[src/verilog/rxm_pkg.sv]
// Package: constants and types for receive input-mode and rate configuration
`default_nettype none
package rxm_pkg;
  // Strap levels decoded from the mode pin
  typedef enum logic [2:0] {
    RXM_STRAP_PKT_ASYNC = 3'h0,
    RXM_STRAP_R12_LF    = 3'h1,
    RXM_STRAP_R12_HF    = 3'h2,
    RXM_STRAP_R10       = 3'h3,
    RXM_STRAP_PKT_SYNC  = 3'h4
  } rxm_strap_t;
  // Two-bit input mode field per port
  localparam logic [1:0] RXM_MODE_PKT    = 2'h0;
  localparam logic [1:0] RXM_MODE_R12_LF = 2'h1;
  localparam logic [1:0] RXM_MODE_R12_HF = 2'h2;
  localparam logic [1:0] RXM_MODE_R10    = 2'h3;
  // Register bit positions that mirror the strap
  localparam int RXM_MODE_REG_OFS    = 'h6D;
  localparam int RXM_MODE_LSB        = 0;
  localparam int RXM_STS_REG_OFS     = 'h04;
  localparam int RXM_STS_CLK_BIT     = 4;
  localparam int RXM_PLL_REG_OFS     = 'h1F;
  localparam int RXM_PLL_CLK_BIT     = 3;
  // Rate multipliers
  localparam int RXM_SYNC_LINE_MUL   = 160;
  localparam int RXM_SYNC_PCLK_MUL   = 4;
  localparam int RXM_SYNC_BC_MUL     = 2;
  localparam int RXM_EXT_LINE_MUL    = 80;
  localparam int RXM_EXT_PCLK_MUL    = 2;
  localparam int RXM_CSI_LINE_MUL    = 10;
  localparam int RXM_CSI_PCLK_DIV    = 4;
  localparam int RXM_RAW_FRAME_BITS  = 28;
  localparam int RXM_ASYNC_BC_KBPS   = 10000;
  localparam int RXM_PKT_MAX_MBPS    = 4160;
  localparam int RXM_SENSOR_MAX_MBPS = 3328;
  localparam int RXM_R12HF_MIN_KHZ   = 37500;
  localparam int RXM_R12HF_MAX_KHZ   = 100000;
  localparam int RXM_R10_MIN_KHZ     = 50000;
  localparam int RXM_R10_MAX_KHZ     = 100000;
  localparam int RXM_R12LF_MIN_KHZ   = 25000;
  localparam int RXM_R12LF_MAX_KHZ   = 50000;
  localparam int RXM_R10_SYNC_GAP    = 10;
  localparam int RXM_STRAP_LEVELS    = 8;
  // Timing
  localparam int RXM_CLK_KHZ         = 40000;
  localparam int RXM_STRAP_WAIT_US   = 1000;
  localparam int RXM_STRAP_WAIT_CYC  = RXM_STRAP_WAIT_US * RXM_CLK_KHZ / 1000;
  localparam int RXM_REF_GAP_US      = 20;
  localparam int RXM_REF_GAP_CYC     = RXM_REF_GAP_US * RXM_CLK_KHZ / 1000;
  localparam int RXM_OSC_KHZ         = 25000;
  localparam int RXM_REF_MIN_KHZ     = 23000;
  localparam int RXM_REF_MAX_KHZ     = 26000;
  localparam int RXM_FIFO_DEPTH      = 4;
  localparam int RXM_RAW_W           = 12;
  // Per-port configuration carried together
  typedef struct packed {
    logic [1:0] mode;
    logic [1:0] vc_num;
    logic [5:0] data_type;
    logic       lsb_align;
  } rxm_port_cfg_t;
  // Raw pixel word with sync bits
  typedef struct packed {
    logic                 port;
    logic                 hsync;
    logic                 vsync;
    logic [RXM_RAW_W-1:0] data;
  } rxm_pix_t;
  // Packet header produced from a pixel word
  typedef struct packed {
    logic [1:0]  vc_num;
    logic [5:0]  data_type;
    logic        line_start;
    logic        frame_start;
    logic [11:0] data;
  } rxm_word_t;
endpackage : rxm_pkg
`default_nettype wire

[src/verilog/rxm_fifo.sv]
// Small flip-flop FIFO with valid/ready on both sides
`timescale 1ns/1ps
`default_nettype none
module rxm_fifo #(
  parameter int WIDTH = 8,
  parameter int DEPTH = 4
) (
  input  wire logic             clock_i,
  input  wire logic             rst_n_i,
  input  wire logic [WIDTH-1:0] in_data_i,
  input  wire logic             in_valid_i,
  output logic                  in_ready_o,
  output logic [WIDTH-1:0]      out_data_o,
  output logic                  out_valid_o,
  input  wire logic             out_ready_i
);
  localparam int AW = $clog2(DEPTH);
  logic [WIDTH-1:0] mem_reg [DEPTH];
  logic [AW-1:0]    wr_reg;
  logic [AW-1:0]    rd_reg;
  logic [AW:0]      cnt_reg;
  logic             push;
  logic             pop;
  // Handshakes; full and empty from the count
  assign in_ready_o  = (cnt_reg != (AW+1)'(DEPTH));
  assign out_valid_o = (cnt_reg != '0);
  assign out_data_o  = mem_reg[rd_reg];
  assign push        = in_valid_i & in_ready_o;
  assign pop         = out_valid_o & out_ready_i;
  // Storage write
  always_ff @(posedge clock_i) begin
    if (push) begin
      mem_reg[wr_reg] <= in_data_i;
    end
  end
  // Pointers and count
  always_ff @(posedge clock_i or negedge rst_n_i) begin
    if (!rst_n_i) begin
      wr_reg  <= '0;
      rd_reg  <= '0;
      cnt_reg <= '0;
    end else begin
      if (push) wr_reg <= (wr_reg == AW'(DEPTH-1)) ? '0 : wr_reg + 1'b1;
      if (pop)  rd_reg <= (rd_reg == AW'(DEPTH-1)) ? '0 : rd_reg + 1'b1;
      cnt_reg <= cnt_reg + (AW+1)'(push) - (AW+1)'(pop);
    end
  end
endmodule : rxm_fifo
`default_nettype wire

[src/verilog/rxm_top.sv]
// Receive input-mode, strap and reference clock configuration
`timescale 1ns/1ps
`default_nettype none
module rxm_top
  import rxm_pkg::*;
#(
  parameter int STRAP_WAIT_CYC = RXM_STRAP_WAIT_CYC
) (
  input  wire logic          clock_i,
  input  wire logic          nrst_i,
  input  wire logic          power_enable_pin_i,
  input  wire logic [2:0]    strap_level_i,
  input  wire logic          reference_clock_in_i,
  input  wire logic          sw_wr_i,
  input  wire rxm_port_cfg_t sw_cfg0_i,
  input  wire rxm_port_cfg_t sw_cfg1_i,
  input  wire logic          sw_sync_clk_i,
  input  wire logic          sw_ext_clk_i,
  input  wire rxm_pix_t      pix_i,
  input  wire logic          pix_valid_i,
  output logic               pix_ready_o,
  output rxm_word_t          word_o,
  output logic               word_valid_o,
  input  wire logic          word_ready_i,
  output logic [1:0]         input_mode_field0_o,
  output logic [1:0]         input_mode_field1_o,
  output logic               sync_clk_mode_o,
  output logic               strap_done_o,
  output logic               ref_lost_o,
  output logic               use_backup_osc_o,
  output logic [7:0]         line_mul_o,
  output logic [2:0]         pclk_mul_o,
  output logic [2:0]         pclk_div_o
);
  logic          rst_s1_reg, rst_n;
  logic [1:0]    pen_sync_reg, strap_sync0_reg, strap_sync1_reg, strap_sync2_reg;
  logic [1:0]    ref_sync_reg;
  logic          ref_prev_reg;
  logic [15:0]   wait_reg;
  logic [9:0]    gap_reg;
  rxm_port_cfg_t cfg_reg [2];
  logic          sync_clk_reg;
  logic          ext_clk_reg;
  logic          pix_take;
  rxm_strap_t    strap;
  logic          fifo_in_ready;
  rxm_word_t     fifo_in, fifo_out;
  logic          fifo_out_valid, fifo_out_ready;
  logic          hs_prev_reg, vs_prev_reg;
  logic          raw_ok;

  // Reset release through two flops
  always_ff @(posedge clock_i or negedge nrst_i) begin
    if (!nrst_i) begin
      rst_s1_reg <= 1'b0;
      rst_n      <= 1'b0;
    end else begin
      rst_s1_reg <= 1'b1;
      rst_n      <= rst_s1_reg;
    end
  end

  // Pin synchronisers
  always_ff @(posedge clock_i or negedge rst_n) begin
    if (!rst_n) begin
      pen_sync_reg    <= 2'h0;
      ref_sync_reg    <= 2'h0;
      strap_sync0_reg <= 2'h0;
      strap_sync1_reg <= 2'h0;
      strap_sync2_reg <= 2'h0;
    end else begin
      pen_sync_reg    <= {pen_sync_reg[0], power_enable_pin_i};
      ref_sync_reg    <= {ref_sync_reg[0], reference_clock_in_i};
      strap_sync0_reg <= {strap_sync0_reg[0], strap_level_i[0]};
      strap_sync1_reg <= {strap_sync1_reg[0], strap_level_i[1]};
      strap_sync2_reg <= {strap_sync2_reg[0], strap_level_i[2]};
    end
  end
  assign strap = rxm_strap_t'({strap_sync2_reg[1], strap_sync1_reg[1], strap_sync0_reg[1]});

  // Wait after power enable before strap sample
  always_ff @(posedge clock_i or negedge rst_n) begin
    if (!rst_n) begin
      wait_reg     <= 16'h0000;
      strap_done_o <= 1'b0;
    end else if (!pen_sync_reg[1]) begin
      wait_reg     <= 16'h0000;
      strap_done_o <= 1'b0;
    end else if (!strap_done_o) begin
      if (wait_reg == 16'(STRAP_WAIT_CYC - 1)) strap_done_o <= 1'b1;
      wait_reg <= wait_reg + 16'h0001;
    end
  end

  // Mode registers: strap on sample, software overwrite after
  always_ff @(posedge clock_i or negedge rst_n) begin
    if (!rst_n) begin
      cfg_reg[0]   <= '0;
      cfg_reg[1]   <= '0;
      sync_clk_reg <= 1'b0;
      ext_clk_reg  <= 1'b0;
    end else if (pen_sync_reg[1] && !strap_done_o &&
                 wait_reg == 16'(STRAP_WAIT_CYC - 1)) begin
      for (int p = 0; p < 2; p++) begin
        case (strap)
          RXM_STRAP_R12_LF:   cfg_reg[p].mode <= RXM_MODE_R12_LF;
          RXM_STRAP_R12_HF:   cfg_reg[p].mode <= RXM_MODE_R12_HF;
          RXM_STRAP_R10:      cfg_reg[p].mode <= RXM_MODE_R10;
          default:            cfg_reg[p].mode <= RXM_MODE_PKT;
        endcase
      end
      sync_clk_reg <= (strap == RXM_STRAP_PKT_SYNC);
      ext_clk_reg  <= 1'b0; // No strap level selects it
    end else if (sw_wr_i) begin
      cfg_reg[0]   <= sw_cfg0_i;
      cfg_reg[1]   <= sw_cfg1_i;
      sync_clk_reg <= sw_sync_clk_i;
      ext_clk_reg  <= sw_ext_clk_i;
    end
  end

  // Reference edge watchdog and backup oscillator select
  always_ff @(posedge clock_i or negedge rst_n) begin
    if (!rst_n) begin
      ref_prev_reg     <= 1'b0;
      gap_reg          <= 10'h000;
      ref_lost_o       <= 1'b1;
      use_backup_osc_o <= 1'b1;
    end else begin
      ref_prev_reg <= ref_sync_reg[1];
      if (ref_prev_reg != ref_sync_reg[1]) begin
        gap_reg          <= 10'h000;
        ref_lost_o       <= 1'b0;
        use_backup_osc_o <= 1'b0;
      end else if (gap_reg == 10'(RXM_REF_GAP_CYC)) begin
        ref_lost_o       <= 1'b1;
        use_backup_osc_o <= 1'b1;
      end else begin
        gap_reg <= gap_reg + 10'h001;
      end
    end
  end

  // Rate selection for port 0 and clock mode
  always_ff @(posedge clock_i or negedge rst_n) begin
    if (!rst_n) begin
      line_mul_o <= 8'h00;
      pclk_mul_o <= 3'h0;
      pclk_div_o <= 3'h1;
    end else if (cfg_reg[0].mode == RXM_MODE_PKT && sync_clk_reg) begin
      line_mul_o <= 8'(RXM_SYNC_LINE_MUL);
      pclk_mul_o <= 3'(RXM_SYNC_PCLK_MUL);
      pclk_div_o <= 3'h1;
    end else if (cfg_reg[0].mode == RXM_MODE_PKT && ext_clk_reg) begin
      line_mul_o <= 8'(RXM_EXT_LINE_MUL);
      pclk_mul_o <= 3'(RXM_EXT_PCLK_MUL);
      pclk_div_o <= 3'h1;
    end else if (cfg_reg[0].mode == RXM_MODE_PKT) begin
      line_mul_o <= 8'(RXM_CSI_LINE_MUL);
      pclk_mul_o <= 3'h1;
      pclk_div_o <= 3'(RXM_CSI_PCLK_DIV);
    end else begin
      line_mul_o <= 8'(RXM_RAW_FRAME_BITS);
      pclk_mul_o <= (cfg_reg[0].mode == RXM_MODE_R12_HF) ? 3'h2 : 3'h1;
      pclk_div_o <= (cfg_reg[0].mode == RXM_MODE_R12_LF) ? 3'h1 :
                    (cfg_reg[0].mode == RXM_MODE_R12_HF) ? 3'h3 : 3'h2;
    end
  end

  // Register mirror outputs
  always_ff @(posedge clock_i or negedge rst_n) begin
    if (!rst_n) begin
      input_mode_field0_o <= RXM_MODE_PKT;
      input_mode_field1_o <= RXM_MODE_PKT;
      sync_clk_mode_o     <= 1'b0;
    end else begin
      input_mode_field0_o <= cfg_reg[0].mode;
      input_mode_field1_o <= cfg_reg[1].mode;
      sync_clk_mode_o     <= sync_clk_reg;
    end
  end

  // Sync edge tracking for frame and line starts
  always_ff @(posedge clock_i or negedge rst_n) begin
    if (!rst_n) begin
      hs_prev_reg <= 1'b0;
      vs_prev_reg <= 1'b0;
    end else if (pix_take) begin
      hs_prev_reg <= pix_i.hsync;
      vs_prev_reg <= pix_i.vsync;
    end
  end

  // Raw pixel to CSI-2 word with per-port header
  assign raw_ok = (cfg_reg[pix_i.port].mode != RXM_MODE_PKT);
  assign pix_take = pix_valid_i & pix_ready_o; // Pixel taken per shown ready
  always_comb begin
    fifo_in.vc_num      = cfg_reg[pix_i.port].vc_num;
    fifo_in.data_type   = cfg_reg[pix_i.port].data_type;
    fifo_in.line_start  = pix_i.hsync & ~hs_prev_reg;
    fifo_in.frame_start = pix_i.vsync & ~vs_prev_reg;
    if (cfg_reg[pix_i.port].mode == RXM_MODE_R10 && cfg_reg[pix_i.port].lsb_align) begin
      fifo_in.data = {2'h0, pix_i.data[9:0]};
    end else if (cfg_reg[pix_i.port].mode == RXM_MODE_R10) begin
      fifo_in.data = {2'h0, pix_i.data[11:2]};
    end else begin
      fifo_in.data = pix_i.data;
    end
  end

  rxm_fifo #(.WIDTH($bits(rxm_word_t)), .DEPTH(RXM_FIFO_DEPTH)) u_fifo (
    .clock_i     (clock_i),
    .rst_n_i     (rst_n),
    .in_data_i   (fifo_in),
    .in_valid_i  (pix_take & raw_ok),
    .in_ready_o  (fifo_in_ready),
    .out_data_o  (fifo_out),
    .out_valid_o (fifo_out_valid),
    .out_ready_i (fifo_out_ready)
  );

  // Output stage register
  assign fifo_out_ready = !word_valid_o || word_ready_i;
  always_ff @(posedge clock_i or negedge rst_n) begin
    if (!rst_n) begin
      word_o       <= '0;
      word_valid_o <= 1'b0;
      pix_ready_o  <= 1'b0;
    end else begin
      // Ready drops for a cycle after each push, so it never offers a full buffer
      pix_ready_o <= fifo_in_ready & ~(pix_take & raw_ok);
      if (fifo_out_ready) begin
        word_o       <= fifo_out;
        word_valid_o <= fifo_out_valid;
      end
    end
  end

  // Checks
  a_strap_wait_len: assert property (@(posedge clock_i) disable iff (!rst_n)
    $rose(strap_done_o) |-> wait_reg == 16'(STRAP_WAIT_CYC))
    else $error("strap sampled at wrong time");
  a_sync_line_mul: assert property (@(posedge clock_i) disable iff (!rst_n)
    $past(rst_n) && $past(sync_clk_reg) && $past(cfg_reg[0].mode) == RXM_MODE_PKT |->
    line_mul_o == 8'(RXM_SYNC_LINE_MUL) && pclk_mul_o == 3'h4)
    else $error("sync rates wrong");
  a_csi_ref_rate: assert property (@(posedge clock_i) disable iff (!rst_n)
    $past(rst_n) && !$past(sync_clk_reg) && !$past(ext_clk_reg) &&
    $past(cfg_reg[0].mode) == RXM_MODE_PKT |->
    line_mul_o == 8'h0A && pclk_div_o == 3'h4)
    else $error("csi reference rates wrong");
  a_ref_gap_lost: assert property (@(posedge clock_i) disable iff (!rst_n)
    gap_reg == 10'(RXM_REF_GAP_CYC) && ref_prev_reg == ref_sync_reg[1] |=> ref_lost_o)
    else $error("reference loss missed");
  a_backup_osc: assert property (@(posedge clock_i) disable iff (!rst_n)
    ref_lost_o |-> use_backup_osc_o)
    else $error("backup oscillator not selected");
  a_mode_mirror: assert property (@(posedge clock_i) disable iff (!rst_n)
    sw_wr_i && !(pen_sync_reg[1] && !strap_done_o) ##1 1 ##1 1 |->
    input_mode_field1_o == $past(sw_cfg1_i.mode, 2))
    else $error("software mode not applied");
  a_raw_r10_data: assert property (@(posedge clock_i) disable iff (!rst_n)
    cfg_reg[pix_i.port].mode == RXM_MODE_R10 |-> fifo_in.data[11:10] == 2'h0)
    else $error("ten-bit data not aligned");
  a_fifo_backpr: assert property (@(posedge clock_i) disable iff (!rst_n)
    word_valid_o && !word_ready_i |=> $stable(word_o))
    else $error("output word changed while stalled");
  a_ext_line_mul: assert property (@(posedge clock_i) disable iff (!rst_n)
    $past(rst_n) && !$past(sync_clk_reg) && $past(ext_clk_reg) &&
    $past(cfg_reg[0].mode) == RXM_MODE_PKT |->
    line_mul_o == 8'h50 && pclk_mul_o == 3'h2 && pclk_div_o == 3'h1)
    else $error("external clock rates wrong");
  a_pix_ready_safe: assert property (@(posedge clock_i) disable iff (!rst_n)
    pix_ready_o |-> fifo_in_ready)
    else $error("ready shown while buffer full");
  c_strap_done:  cover property (@(posedge clock_i) disable iff (!rst_n) $rose(strap_done_o));
  c_ref_lost:    cover property (@(posedge clock_i) disable iff (!rst_n) $rose(ref_lost_o));
  c_word_out:    cover property (@(posedge clock_i) disable iff (!rst_n) word_valid_o && word_ready_i);
  c_fifo_full:   cover property (@(posedge clock_i) disable iff (!rst_n) !fifo_in_ready);
  c_ext_mode:    cover property (@(posedge clock_i) disable iff (!rst_n) ext_clk_reg && sw_wr_i);
endmodule : rxm_top
`default_nettype wire
[config.mk]
export PLATFORM = sky130hd
export DESIGN_NAME = rxm_top
export DESIGN_NICKNAME = d
export VERILOG_FILES = /design/src/verilog/rxm_pkg.sv /design/src/verilog/rxm_fifo.sv /design/src/verilog/rxm_top.sv
export SDC_FILE = /design/constraint.sdc
export NUM_CORES = 1
export LEC_CHECK = 0
export ABC_CLOCK_PERIOD_IN_PS = 3500
export BUFFER_PORTS_ARGS = -buffer_cell sky130_fd_sc_hd__buf_2
export CORE_MARGIN = 4
export CORE_UTILIZATION = 52
export DETAILED_ROUTE_END_ITERATION = 12
export GPL_TIMING_DRIVEN = 0
export PLACE_DENSITY = 0.75
export SLEW_MARGIN = 0
export SYNTH_ARGS = -nofsm -noshare
export SYNTH_HDL_FRONTEND = slang
export SYNTH_SLANG_ARGS = --single-unit
[constraint.sdc]
create_clock -name clock_i -period 3.5 [get_ports clock_i]
set_input_delay 0.7 -clock clock_i [delete_from_list [all_inputs] [get_ports clock_i]]
set_output_delay 0.7 -clock clock_i [all_outputs]
set_load 0.02 [all_outputs]
==> summary.txt, run 1 <==
status: completed
FF-to-FF End: u_fifo.mem_reg[2][14]$_DFFE_PP_
critical path required time: 3.59 ns
Slew Limit Headroom: 17.38%
number of fill cells: 1127
max FFs per register: 88
Final setup viols: 0
hpwl dp: 9880 microns
CTS clk-pin slew, worst paths: 0.06 ns
Final #Nets: 679
top cell type's share of synthesized area: 34.33%
via/cell ratio: 5.396
Placed Instances: 779
Mapped Avg Cell Area: 16.25 sq um
Synth warnings: 0
wire length per cell: 17.84 microns
Hold Path End: ref_sync_reg[0]$_DFF_PN0_
final non-filler cell total: 818
final worst path period need: 2.955 ns
syn nets: 562
Die Y-Extent: 132.7 microns
via count: 4414
Hold Startpoint: reference_clock_in_i
Arr. time, crit path: 3.05 ns
GRT Util Overall: 17.09%
clock tree buffer depth: 3
sequential share of the synthesized area: 67.64%
skew final: 0.007712 ns
setup slack, reg-to-reg: 0.81 ns
area delta synth->final: 17.81%
Period Utilization, post-route: 84.43%
WS Path Type: input port to flop
RR Startpoint: cfg_reg[20]$_DFFE_PN0P_
Slew Viols, Final: 0
Port Buffers: 92
fraction of layout cells with a size suffix above 1: 35.56%
Yosys cell types: 46
commonest register cell after synthesis: dfrtp_1
WHS: 0.3217 ns
RePlAce Congestion: 0.8413
1st-iter DRT viols: 233
Cells after Synth: 498
crit-path max FO: 22
Core ar.: 15200 sq um
ys async rst share: 56.22%
PwrDens: 720.4 nW/um^2
CTS sink cnt: 201
final hold violation count: 0
CTS tree: yes
ANT cells: 0
final core utilization: 62.71%
vias in the first global route: 4839
row cnt: 45
num ports: 95
CTS Buf Count: 21
synthesis-stage register bit count: 201
DRT Pass-1 Iters: 4
Synth top cells by count: 111 x dfrtp_1, 88 x edfxtp_1, 64 x mux2_2
worst hold path depth: 1
GRT Residual Overflow: 0
Mapped Area: 8092 sq um
crit end category: flop
hold crit path type: input port to flop
die area: 17620 sq um
Die Wd: 132.7 microns
Post-synth EDFFs: 88
Clock Latency Late Sink: 0.48 ns
initial antenna violation count: 0
cell taking the most area after synthesis: dfrtp_1
CTS Root Cell: clkbuf_16
starting density of the core: 53.23%
r2r worst-path depth: 4
ANT nets after route: 0
CP Launch Type: input port
largest cells by area after synthesis: dfrtp_1 34%, edfxtp_1 33%, mux2_2 8.9%
Final Total Pwr: 6.867 mW
total leakage power: 3.832 nW
worst setup margin: 0.5449 ns
Post-Route WL: 14590 microns
worst ir drop on vdd: 0.0003475 V
RSZ-0062 raised after global routing: false
DRC Markers: 0
max frequency: 0.3384 GHz
first-pass GRT wire length: 24340 microns
largest net degree at the start of global routing: 72
H-tree levels: 1
count leader, synth: dfrtp_1
max_cap viols: 0
worst slack, placed: -0.03810 ns
worst slew pin tran: 1.239 ns
==> metal layers <==
layer	GRT usage [%]	routed length (microns)
met1	21.02	5931
met4	4.850	216
met2	30.86	7664
met3	3.308	780
met5	0	0
==> logic make-up after synthesis <==
group	Yosys count	synth area share, %
other	2	0.09281
buffers and inverters	36	2.026
XOR/XNOR	23	2.490
AO/OA/AOI/OAI	17	1.763
adder cells (fa/ha/maj)	15	2.412
flip-flops	201	67.64
multiplexers	101	16.89
AND/OR/NAND/NOR	103	6.695
==> power by group <==
part           internal, mW  switching, mW
sequential             2.92          0.213
clock                  1.37          0.847
combinational         0.713          0.809
total                  5.00           1.87
==> cells in the final DEF (no fill, tap or decap), types with 2 or more instances in the layout <==
cell and n:
ha_1 14, nor4_1 4, nor3b_1 3, clkinv_2 2, nand2_1 9, buf_4 5, clkbuf_8 3, nand3_1 8
mux4_2 22, o21ai_0 4, xnor2_1 16, edfxtp_1 88, o21a_1 2, nand2b_1 5, nand3b_1 2, bufinv_16 2
dfstp_2 2, or3_1 2, xor2_1 7, clkbuf_1 16, o31a_1 2, nand4_1 7, buf_2 94, clkbuf_16 22
and3_1 2, conb_1 2, nor2_1 36, nor2b_1 5, and2_1 7, mux2i_1 15, inv_1 17, a21oi_1 4
dfrtp_1 110, mux2_2 64, nor3_1 7
==> worst max-delay path: stages <==
cell and delay (ns):
buf_2 0.13, buf_1 0.35, a211oi_1 0.39, a21boi_1 0.45, and2_1 1.02
==> repair_timing <==
action | 4_1_cts | 5_1_grt
endpoints found under the hold margin | 2 | 0
hold buffers | 1 | 0
buffers inserted | 0 | 0
gates resized for setup | 0 | 0
==> per-stage QoR <==
step	setup TNS, ns	instance area (sq um)
6_report	0	9533
5_1_grt	0	9533
4_1_cts	0	9533
3_5_place_dp	-1.495	8818
3_3_place_gp	-118.54	8787
2_1_floorplan	0	8092
==> layout make-up <==
class                      count  area [sq um]  share of cell area (%)
buffer                        18         96.34                   1.011
clock inverter                 6         86.33                  0.9056
inverter                      18         67.56                  0.7088
tap                          188         235.2                   2.468
timing repair buffer          94         498.0                   5.224
clock buffer                  32         618.1                   6.484
multi-input combinational    261          2455                   25.75
sequential                   201          5477                   57.45
==> how the worst max path moves through the flow <==
stage / start / endpoint / slack (ns)
2_1_floorplan: rst_n$_DFF_PN0_ / cfg_reg[0]$_DFFE_PN0P_ / 0.12
5_1_grt: pix_i[14] / u_fifo.mem_reg[2][19]$_DFFE_PP_ / 0.39
6_report: pix_i[14] / u_fifo.mem_reg[2][14]$_DFFE_PP_ / 0.54
3_3_place_gp: rst_n$_DFF_PN0_ / gap_reg[6]$_DFFE_PN0P_ / -1.10
4_1_cts: pix_i[14] / u_fifo.mem_reg[3][19]$_DFFE_PP_ / 0.50
3_5_place_dp: pix_i[14] / u_fifo.mem_reg[3][17]$_DFFE_PP_ / -0.04
(Power assumes the default switching activity.)
==> run 2: changes to the inputs <==
--- a/config.mk
+++ b/config.mk
@@ -5,13 +5,13 @@
 export SDC_FILE = /design/constraint.sdc
 export NUM_CORES = 1
 export LEC_CHECK = 0
-export ABC_CLOCK_PERIOD_IN_PS = 3500
+export ABC_CLOCK_PERIOD_IN_PS = 2900
 export BUFFER_PORTS_ARGS = -buffer_cell sky130_fd_sc_hd__buf_2
 export CORE_MARGIN = 4
-export CORE_UTILIZATION = 52
+export CORE_UTILIZATION = 58
 export DETAILED_ROUTE_END_ITERATION = 12
 export GPL_TIMING_DRIVEN = 0
-export PLACE_DENSITY = 0.75
+export PLACE_DENSITY = 0.79
 export SLEW_MARGIN = 0
 export SYNTH_ARGS = -nofsm -noshare
 export SYNTH_HDL_FRONTEND = slang
==> constraint.sdc (replaced) <==
create_clock -name clock_i -period 2.9 [get_ports clock_i]
set_input_delay 0.58 -clock clock_i [delete_from_list [all_inputs] [get_ports clock_i]]
set_output_delay 0.58 -clock clock_i [all_outputs]
set_load 0.02 [all_outputs]
==> summary.txt, run 2 (same netlist as run 1, synthesis figures left out) <==
status: completed
Final setup viols: 0
Arr. time, crit path: 2.57 ns
area delta synth->final: 17.38%
max FFs per register: 88
crit-path max FO: 22
number of fill cells: 886
Port Buffers: 92
CTS sink cnt: 201
initial antenna violation count: 0
Period Utilization, post-route: 84.74%
skew final: 0.006372 ns
Die Y-Extent: 126.1 microns
critical path required time: 3.01 ns
crit end category: flop
num ports: 95
worst ir drop on vdd: 0.0005920 V
die area: 15910 sq um
setup tns final: 0 ns
busiest grt layer: met2
worst hold path depth: 1
GR Util met2: 34.02%
CTS tree: yes
worst slew pin tran: 0.8496 ns
PwrDens: 865.0 nW/um^2
Reg area: 5477 sq um
H-tree levels: 1
setup slack, reg-to-reg: 0.47 ns
CP max stage cell: and2_2
slowest stage delay, CP: 0.66 ns
most frequent cells in the layout: 110 x dfrtp_1, 94 x buf_2, 88 x edfxtp_1
Slew Viols, Final: 0
final hold violation count: 0
CTS Root Cell: clkbuf_16
ANT cells: 0
Final #Nets: 679
row cnt: 42
fraction of layout cells with a size suffix above 1: 36.51%
Hold Path End: pen_sync_reg[0]$_DFF_PN0_
via/cell ratio: 5.538
vias in the first global route: 4938
Post-Route WL: 14770 microns
starting density of the core: 60.15%
Slew Limit Headroom: 43.17%
first-pass GRT wire length: 24850 microns
RSZ-0062 raised after global routing: false
Final Total Pwr: 8.216 mW
FF-to-FF End: cfg_reg[4]$_DFFE_PN0P_
CTS Buf Count: 21
largest net degree at the start of global routing: 71
most common cell after layout, fill and taps aside: dfrtp_1
via count: 4464
GRT Util Overall: 19.28%
1st-iter DRT viols: 300
Multi-input gate area: 2460 sq um
ANT nets after route: 0
RR Startpoint: wait_reg[0]$_DFFE_PN0P_
DRC Markers: 0
final worst path period need: 2.457 ns
Hold Startpoint: power_enable_pin_i
RePlAce Congestion: 0.7973
CP Launch Type: input port
wire length per cell: 18.32 microns
M3 GR Usage: 3.472%
clock tree buffer depth: 3
total leakage power: 3.829 nW
Clock Latency Late Sink: 0.48 ns
CP Cell Sequence: buf_2, buf_1, a211oi_1, a21boi_1, and2_2
met1 Usage GRT: 24.36%
hold crit path type: input port to flop
WS Path Type: input port to flop
GRT Residual Overflow: 0
r2r worst-path depth: 6
CTS clk-pin slew, worst paths: 0.06 ns
max frequency: 0.4069 GHz
max_cap viols: 0
hpwl dp: 9880 microns
DRT Pass-1 Iters: 4
post-CTS setup buffers: 0
Core ar.: 13450 sq um
Die Wd: 126.1 microns
run 2: cell types whose count changed in the layout (fill, tap and decap cells not counted):
cell	before	now
clkinv_2	2	4
and2_1	7	3
clkbuf_8	3	5
clkbuf_16	22	21
clkbuf_1	16	14
and2_2	0	4
bufinv_16	2	1
run 2: through the flow:
step	hold WS (ns)	utilization, %	setup slack [ns]	instances	area, sq um
floorplan	0.2844	-	0.4236	498	8093
global placement	0.3337	65.22	-0.3952	766	8773
detailed placement	0.3364	65.44	-0.4299	767	8803
CTS	0.1877	70.56	0.03927	806	9493
global route	0.1933	70.60	0.2907	806	9498
finish	0.2069	70.60	0.4425	806	9498
run 2: worst max-delay path by stage:
stage              start                         endpoint
2_1_floorplan  pix_i[14]   u_fifo.mem_reg[3][0]$_DFFE_PP_
4_1_cts        pix_i[14]   u_fifo.mem_reg[0][0]$_DFFE_PP_
3_3_place_gp   pix_i[14]  u_fifo.mem_reg[3][17]$_DFFE_PP_
6_report       pix_i[14]   u_fifo.mem_reg[2][0]$_DFFE_PP_
3_5_place_dp   pix_i[14]   u_fifo.mem_reg[0][5]$_DFFE_PP_
5_1_grt        pix_i[14]   u_fifo.mem_reg[0][0]$_DFFE_PP_
run 2: critical path: cells and delay by family:
kind                   cells  cell delay [ns]
AO/OA/AOI/OAI              2             0.87
AND/OR/NAND/NOR            1             0.66
buffers and inverters      2             0.45
run 2: layout make-up:
cell class,instances,area share (%)
Buffer,18,1.014
Clock buffer,31,6.455
Clock inverter,7,0.6982
Inverter,18,0.7114
Multi-Input combinational cell,261,25.90
Sequential cell,201,57.66
Tap cell,176,2.319
Timing Repair Buffer,94,5.243
run 2: per-layer routing:
metal  vias up  wire length (microns)
li1       2047                      -
met1      2285                   5870
met2       101                   7811
met3        31                    719
met4         0                    364
met5         -                      0
run 2: power by group:
| part | internal, mW | switching [mW] |
|---|---|---|
| Clock | 1.56 | 1.03 |
| Combinational | 0.866 | 0.993 |
| Sequential | 3.52 | 0.258 |
| Total | 5.94 | 2.28 |
run 2: repair_timing:
| action | in CTS | in global routing |
|---|---|---|
| hold endpoints to repair | 2 | 0 |
| gates resized for setup | 0 | 4 |
| setup endpoints to repair | 0 | 88 |
| hold buffers | 1 | 0 |
==> run 3: changes to the inputs <==
--- a/config.mk
+++ b/config.mk
@@ -5,13 +5,13 @@
 export SDC_FILE = /design/constraint.sdc
 export NUM_CORES = 1
 export LEC_CHECK = 0
-export ABC_CLOCK_PERIOD_IN_PS = 2900
+export ABC_CLOCK_PERIOD_IN_PS = 2100
 export BUFFER_PORTS_ARGS = -buffer_cell sky130_fd_sc_hd__buf_2
 export CORE_MARGIN = 4
-export CORE_UTILIZATION = 58
+export CORE_UTILIZATION = 52
 export DETAILED_ROUTE_END_ITERATION = 12
 export GPL_TIMING_DRIVEN = 0
-export PLACE_DENSITY = 0.79
+export PLACE_DENSITY = 0.75
 export SLEW_MARGIN = 0
 export SYNTH_ARGS = -nofsm -noshare
 export SYNTH_HDL_FRONTEND = slang
==> constraint.sdc (replaced) <==
create_clock -name clock_i -period 2.1 [get_ports clock_i]
set_input_delay 0.42 -clock clock_i [delete_from_list [all_inputs] [get_ports clock_i]]
set_output_delay 0.42 -clock clock_i [all_outputs]
set_load 0.02 [all_outputs]
==> summary.txt, run 3 (same netlist as run 1, synthesis figures left out) <==
crit-path max FO: 4
failing checks: setup timing
FF-to-FF End: cfg_reg[2]$_DFFE_PN0P_
DRT Pass-1 Iters: 5
CTS clk-pin slew, worst paths: 0.06 ns
GRT Residual Overflow: 0
RR Startpoint: wait_reg[0]$_DFFE_PN0P_
ANT cells: 0
critical path required time: 2.47 ns
via count: 4459
CTS Root Cell: clkbuf_16
area delta synth->final: 19.59%
final worst path period need: 2.116 ns
row cnt: 45
starting density of the core: 53.23%
number of fill cells: 1109
most common cell after layout, fill and taps aside: dfrtp_1
CTS Buf Count: 21
1st-iter DRT viols: 254
hpwl dp: 9890 microns
Core ar.: 15200 sq um
CTS sink cnt: 201
Arr. time, crit path: 2.49 ns
worst slew pin tran: 0.8412 ns
total leakage power: 3.904 nW
die area: 17620 sq um
fraction of layout cells with a size suffix above 1: 37.91%
status: complete, but fails checks
DRC Markers: 0
H-tree levels: 1
CP Launch Type: flop
max FFs per register: 88
max_cap viols: 0
worst slack, placed: -0.7566 ns
first-pass GRT wire length: 24740 microns
Port Buffers: 92
Final Total Pwr: 11.42 mW
Clock Latency Late Sink: 0.48 ns
Final setup viols: 8
initial antenna violation count: 1
vias in the first global route: 4855
Area after DPL: 8823 sq um
worst ir drop on vdd: 0.0006319 V
RePlAce Congestion: 0.8351
Hold Path End: ref_sync_reg[0]$_DFF_PN0_
ANT nets after route: 0
Die Wd: 132.7 microns
clock tree buffer depth: 3
setup tns final: -0.06460 ns
setup slack, reg-to-reg: -0.02 ns
RSZ-0062 raised after global routing: true
CTS tree: yes
crit end category: flop
wire length per cell: 17.84 microns
GRT Util Overall: 17.19%
WS Path Type: flop to flop
worst setup margin: -0.01593 ns
Hold Startpoint: reference_clock_in_i
via/cell ratio: 5.379
Period Utilization, post-route: 100.8%
Die Y-Extent: 132.7 microns
worst hold path depth: 1
Slew Limit Headroom: 43.45%
Reg area: 5478 sq um
skew final: 0.01100 ns
most frequent cells in the layout: 109 x dfrtp_1, 92 x buf_2, 88 x edfxtp_1
r2r worst-path depth: 8
Multi-input gate area: 2481 sq um
hold crit path type: input port to flop
final hold violation count: 0
PwrDens: 1180 nW/um^2
Final #Nets: 690
Slew Viols, Final: 0
Post-Route WL: 14790 microns
Final Instance Area: 9677 sq um
max frequency: 0.4726 GHz
largest net degree at the start of global routing: 64
num ports: 95
## run 3: cell count changes in the layout (fill, tap and decap cells not counted), moves of 2 or more
cell	delta
buf_4	+11
and2_2	-4
and2_4	+4
clkbuf_8	-4
clkinv_1	+3
buf_2	-2
clkinv_2	-2
## run 3: timing repair
action / CTS / global route
gates cloned: 1 / 0
pin swaps: 3 / 2
hold buffers: 1 / 0
setup buffers: 11 / 1
setup endpoints to repair: 154 / 26
gates resized for setup: 11 / 3
endpoints found under the hold margin: 2 / 0
## run 3: worst max-delay path, cell delays in order, from the launching register on
cell	delay, ns
dfrtp_1	0.40
ha_4	0.16
and4bb_1	0.20
nand4_1	0.18
o41ai_4	0.32
buf_6	0.19
buf_4	0.12
buf_4	0.11
mux2_2	0.32
## run 3: final cells by class
class | count | share of cell area [%]
Buffer | 16 | 1.021
Clock buffer | 29 | 6.064
Clock inverter | 9 | 1.009
Inverter | 18 | 0.6982
Multi-Input combinational cell | 261 | 25.64
Sequential cell | 201 | 56.61
Tap cell | 188 | 2.431
Timing Repair Buffer | 107 | 6.530
## run 3: where the power goes
| group | internal [mW] | switching [mW] | total, mW |
|---|---|---|---|
| clock network | 2.20 | 1.41 | 3.61 |
| registers | 4.85 | 0.376 | 5.23 |
| logic | 1.24 | 1.34 | 2.58 |
## run 3: worst max path at each step
stage | to | from | depth (start not counted)
2_1_floorplan | u_fifo.mem_reg[0][0]$_DFFE_PP_ | pix_i[14] | 4
3_3_place_gp | u_fifo.mem_reg[1][17]$_DFFE_PP_ | pix_i[14] | 5
3_5_place_dp | u_fifo.mem_reg[3][18]$_DFFE_PP_ | pix_i[14] | 5
4_1_cts | cfg_reg[2]$_DFFE_PN0P_ | wait_reg[1]$_DFFE_PN0P_ | 8
5_1_grt | cfg_reg[1]$_DFFE_PN0P_ | wait_reg[0]$_DFFE_PN0P_ | 8
6_report | cfg_reg[2]$_DFFE_PN0P_ | wait_reg[0]$_DFFE_PN0P_ | 8
## run 3: through the flow
stage / util (%) / instances / hold slack, ns
final: 63.65 / 829 / 0.04811
after global routing: 63.65 / 829 / 0.03493
after CTS: 63.62 / 830 / 0.03467
after detailed placement: 58.04 / 779 / 0.2072
after global placement: 57.84 / 778 / 0.2049
after floorplan: - / 498 / 0.1244
## run 3: per-layer routing
metal  wire, microns  GRT usage (%)  up-vias
li1                -              -     2067
met1            5891          21.03     2272
met2            7968          31.51       93
met3             706          3.498       25
met4             206          3.926        2
met5              13              0        -
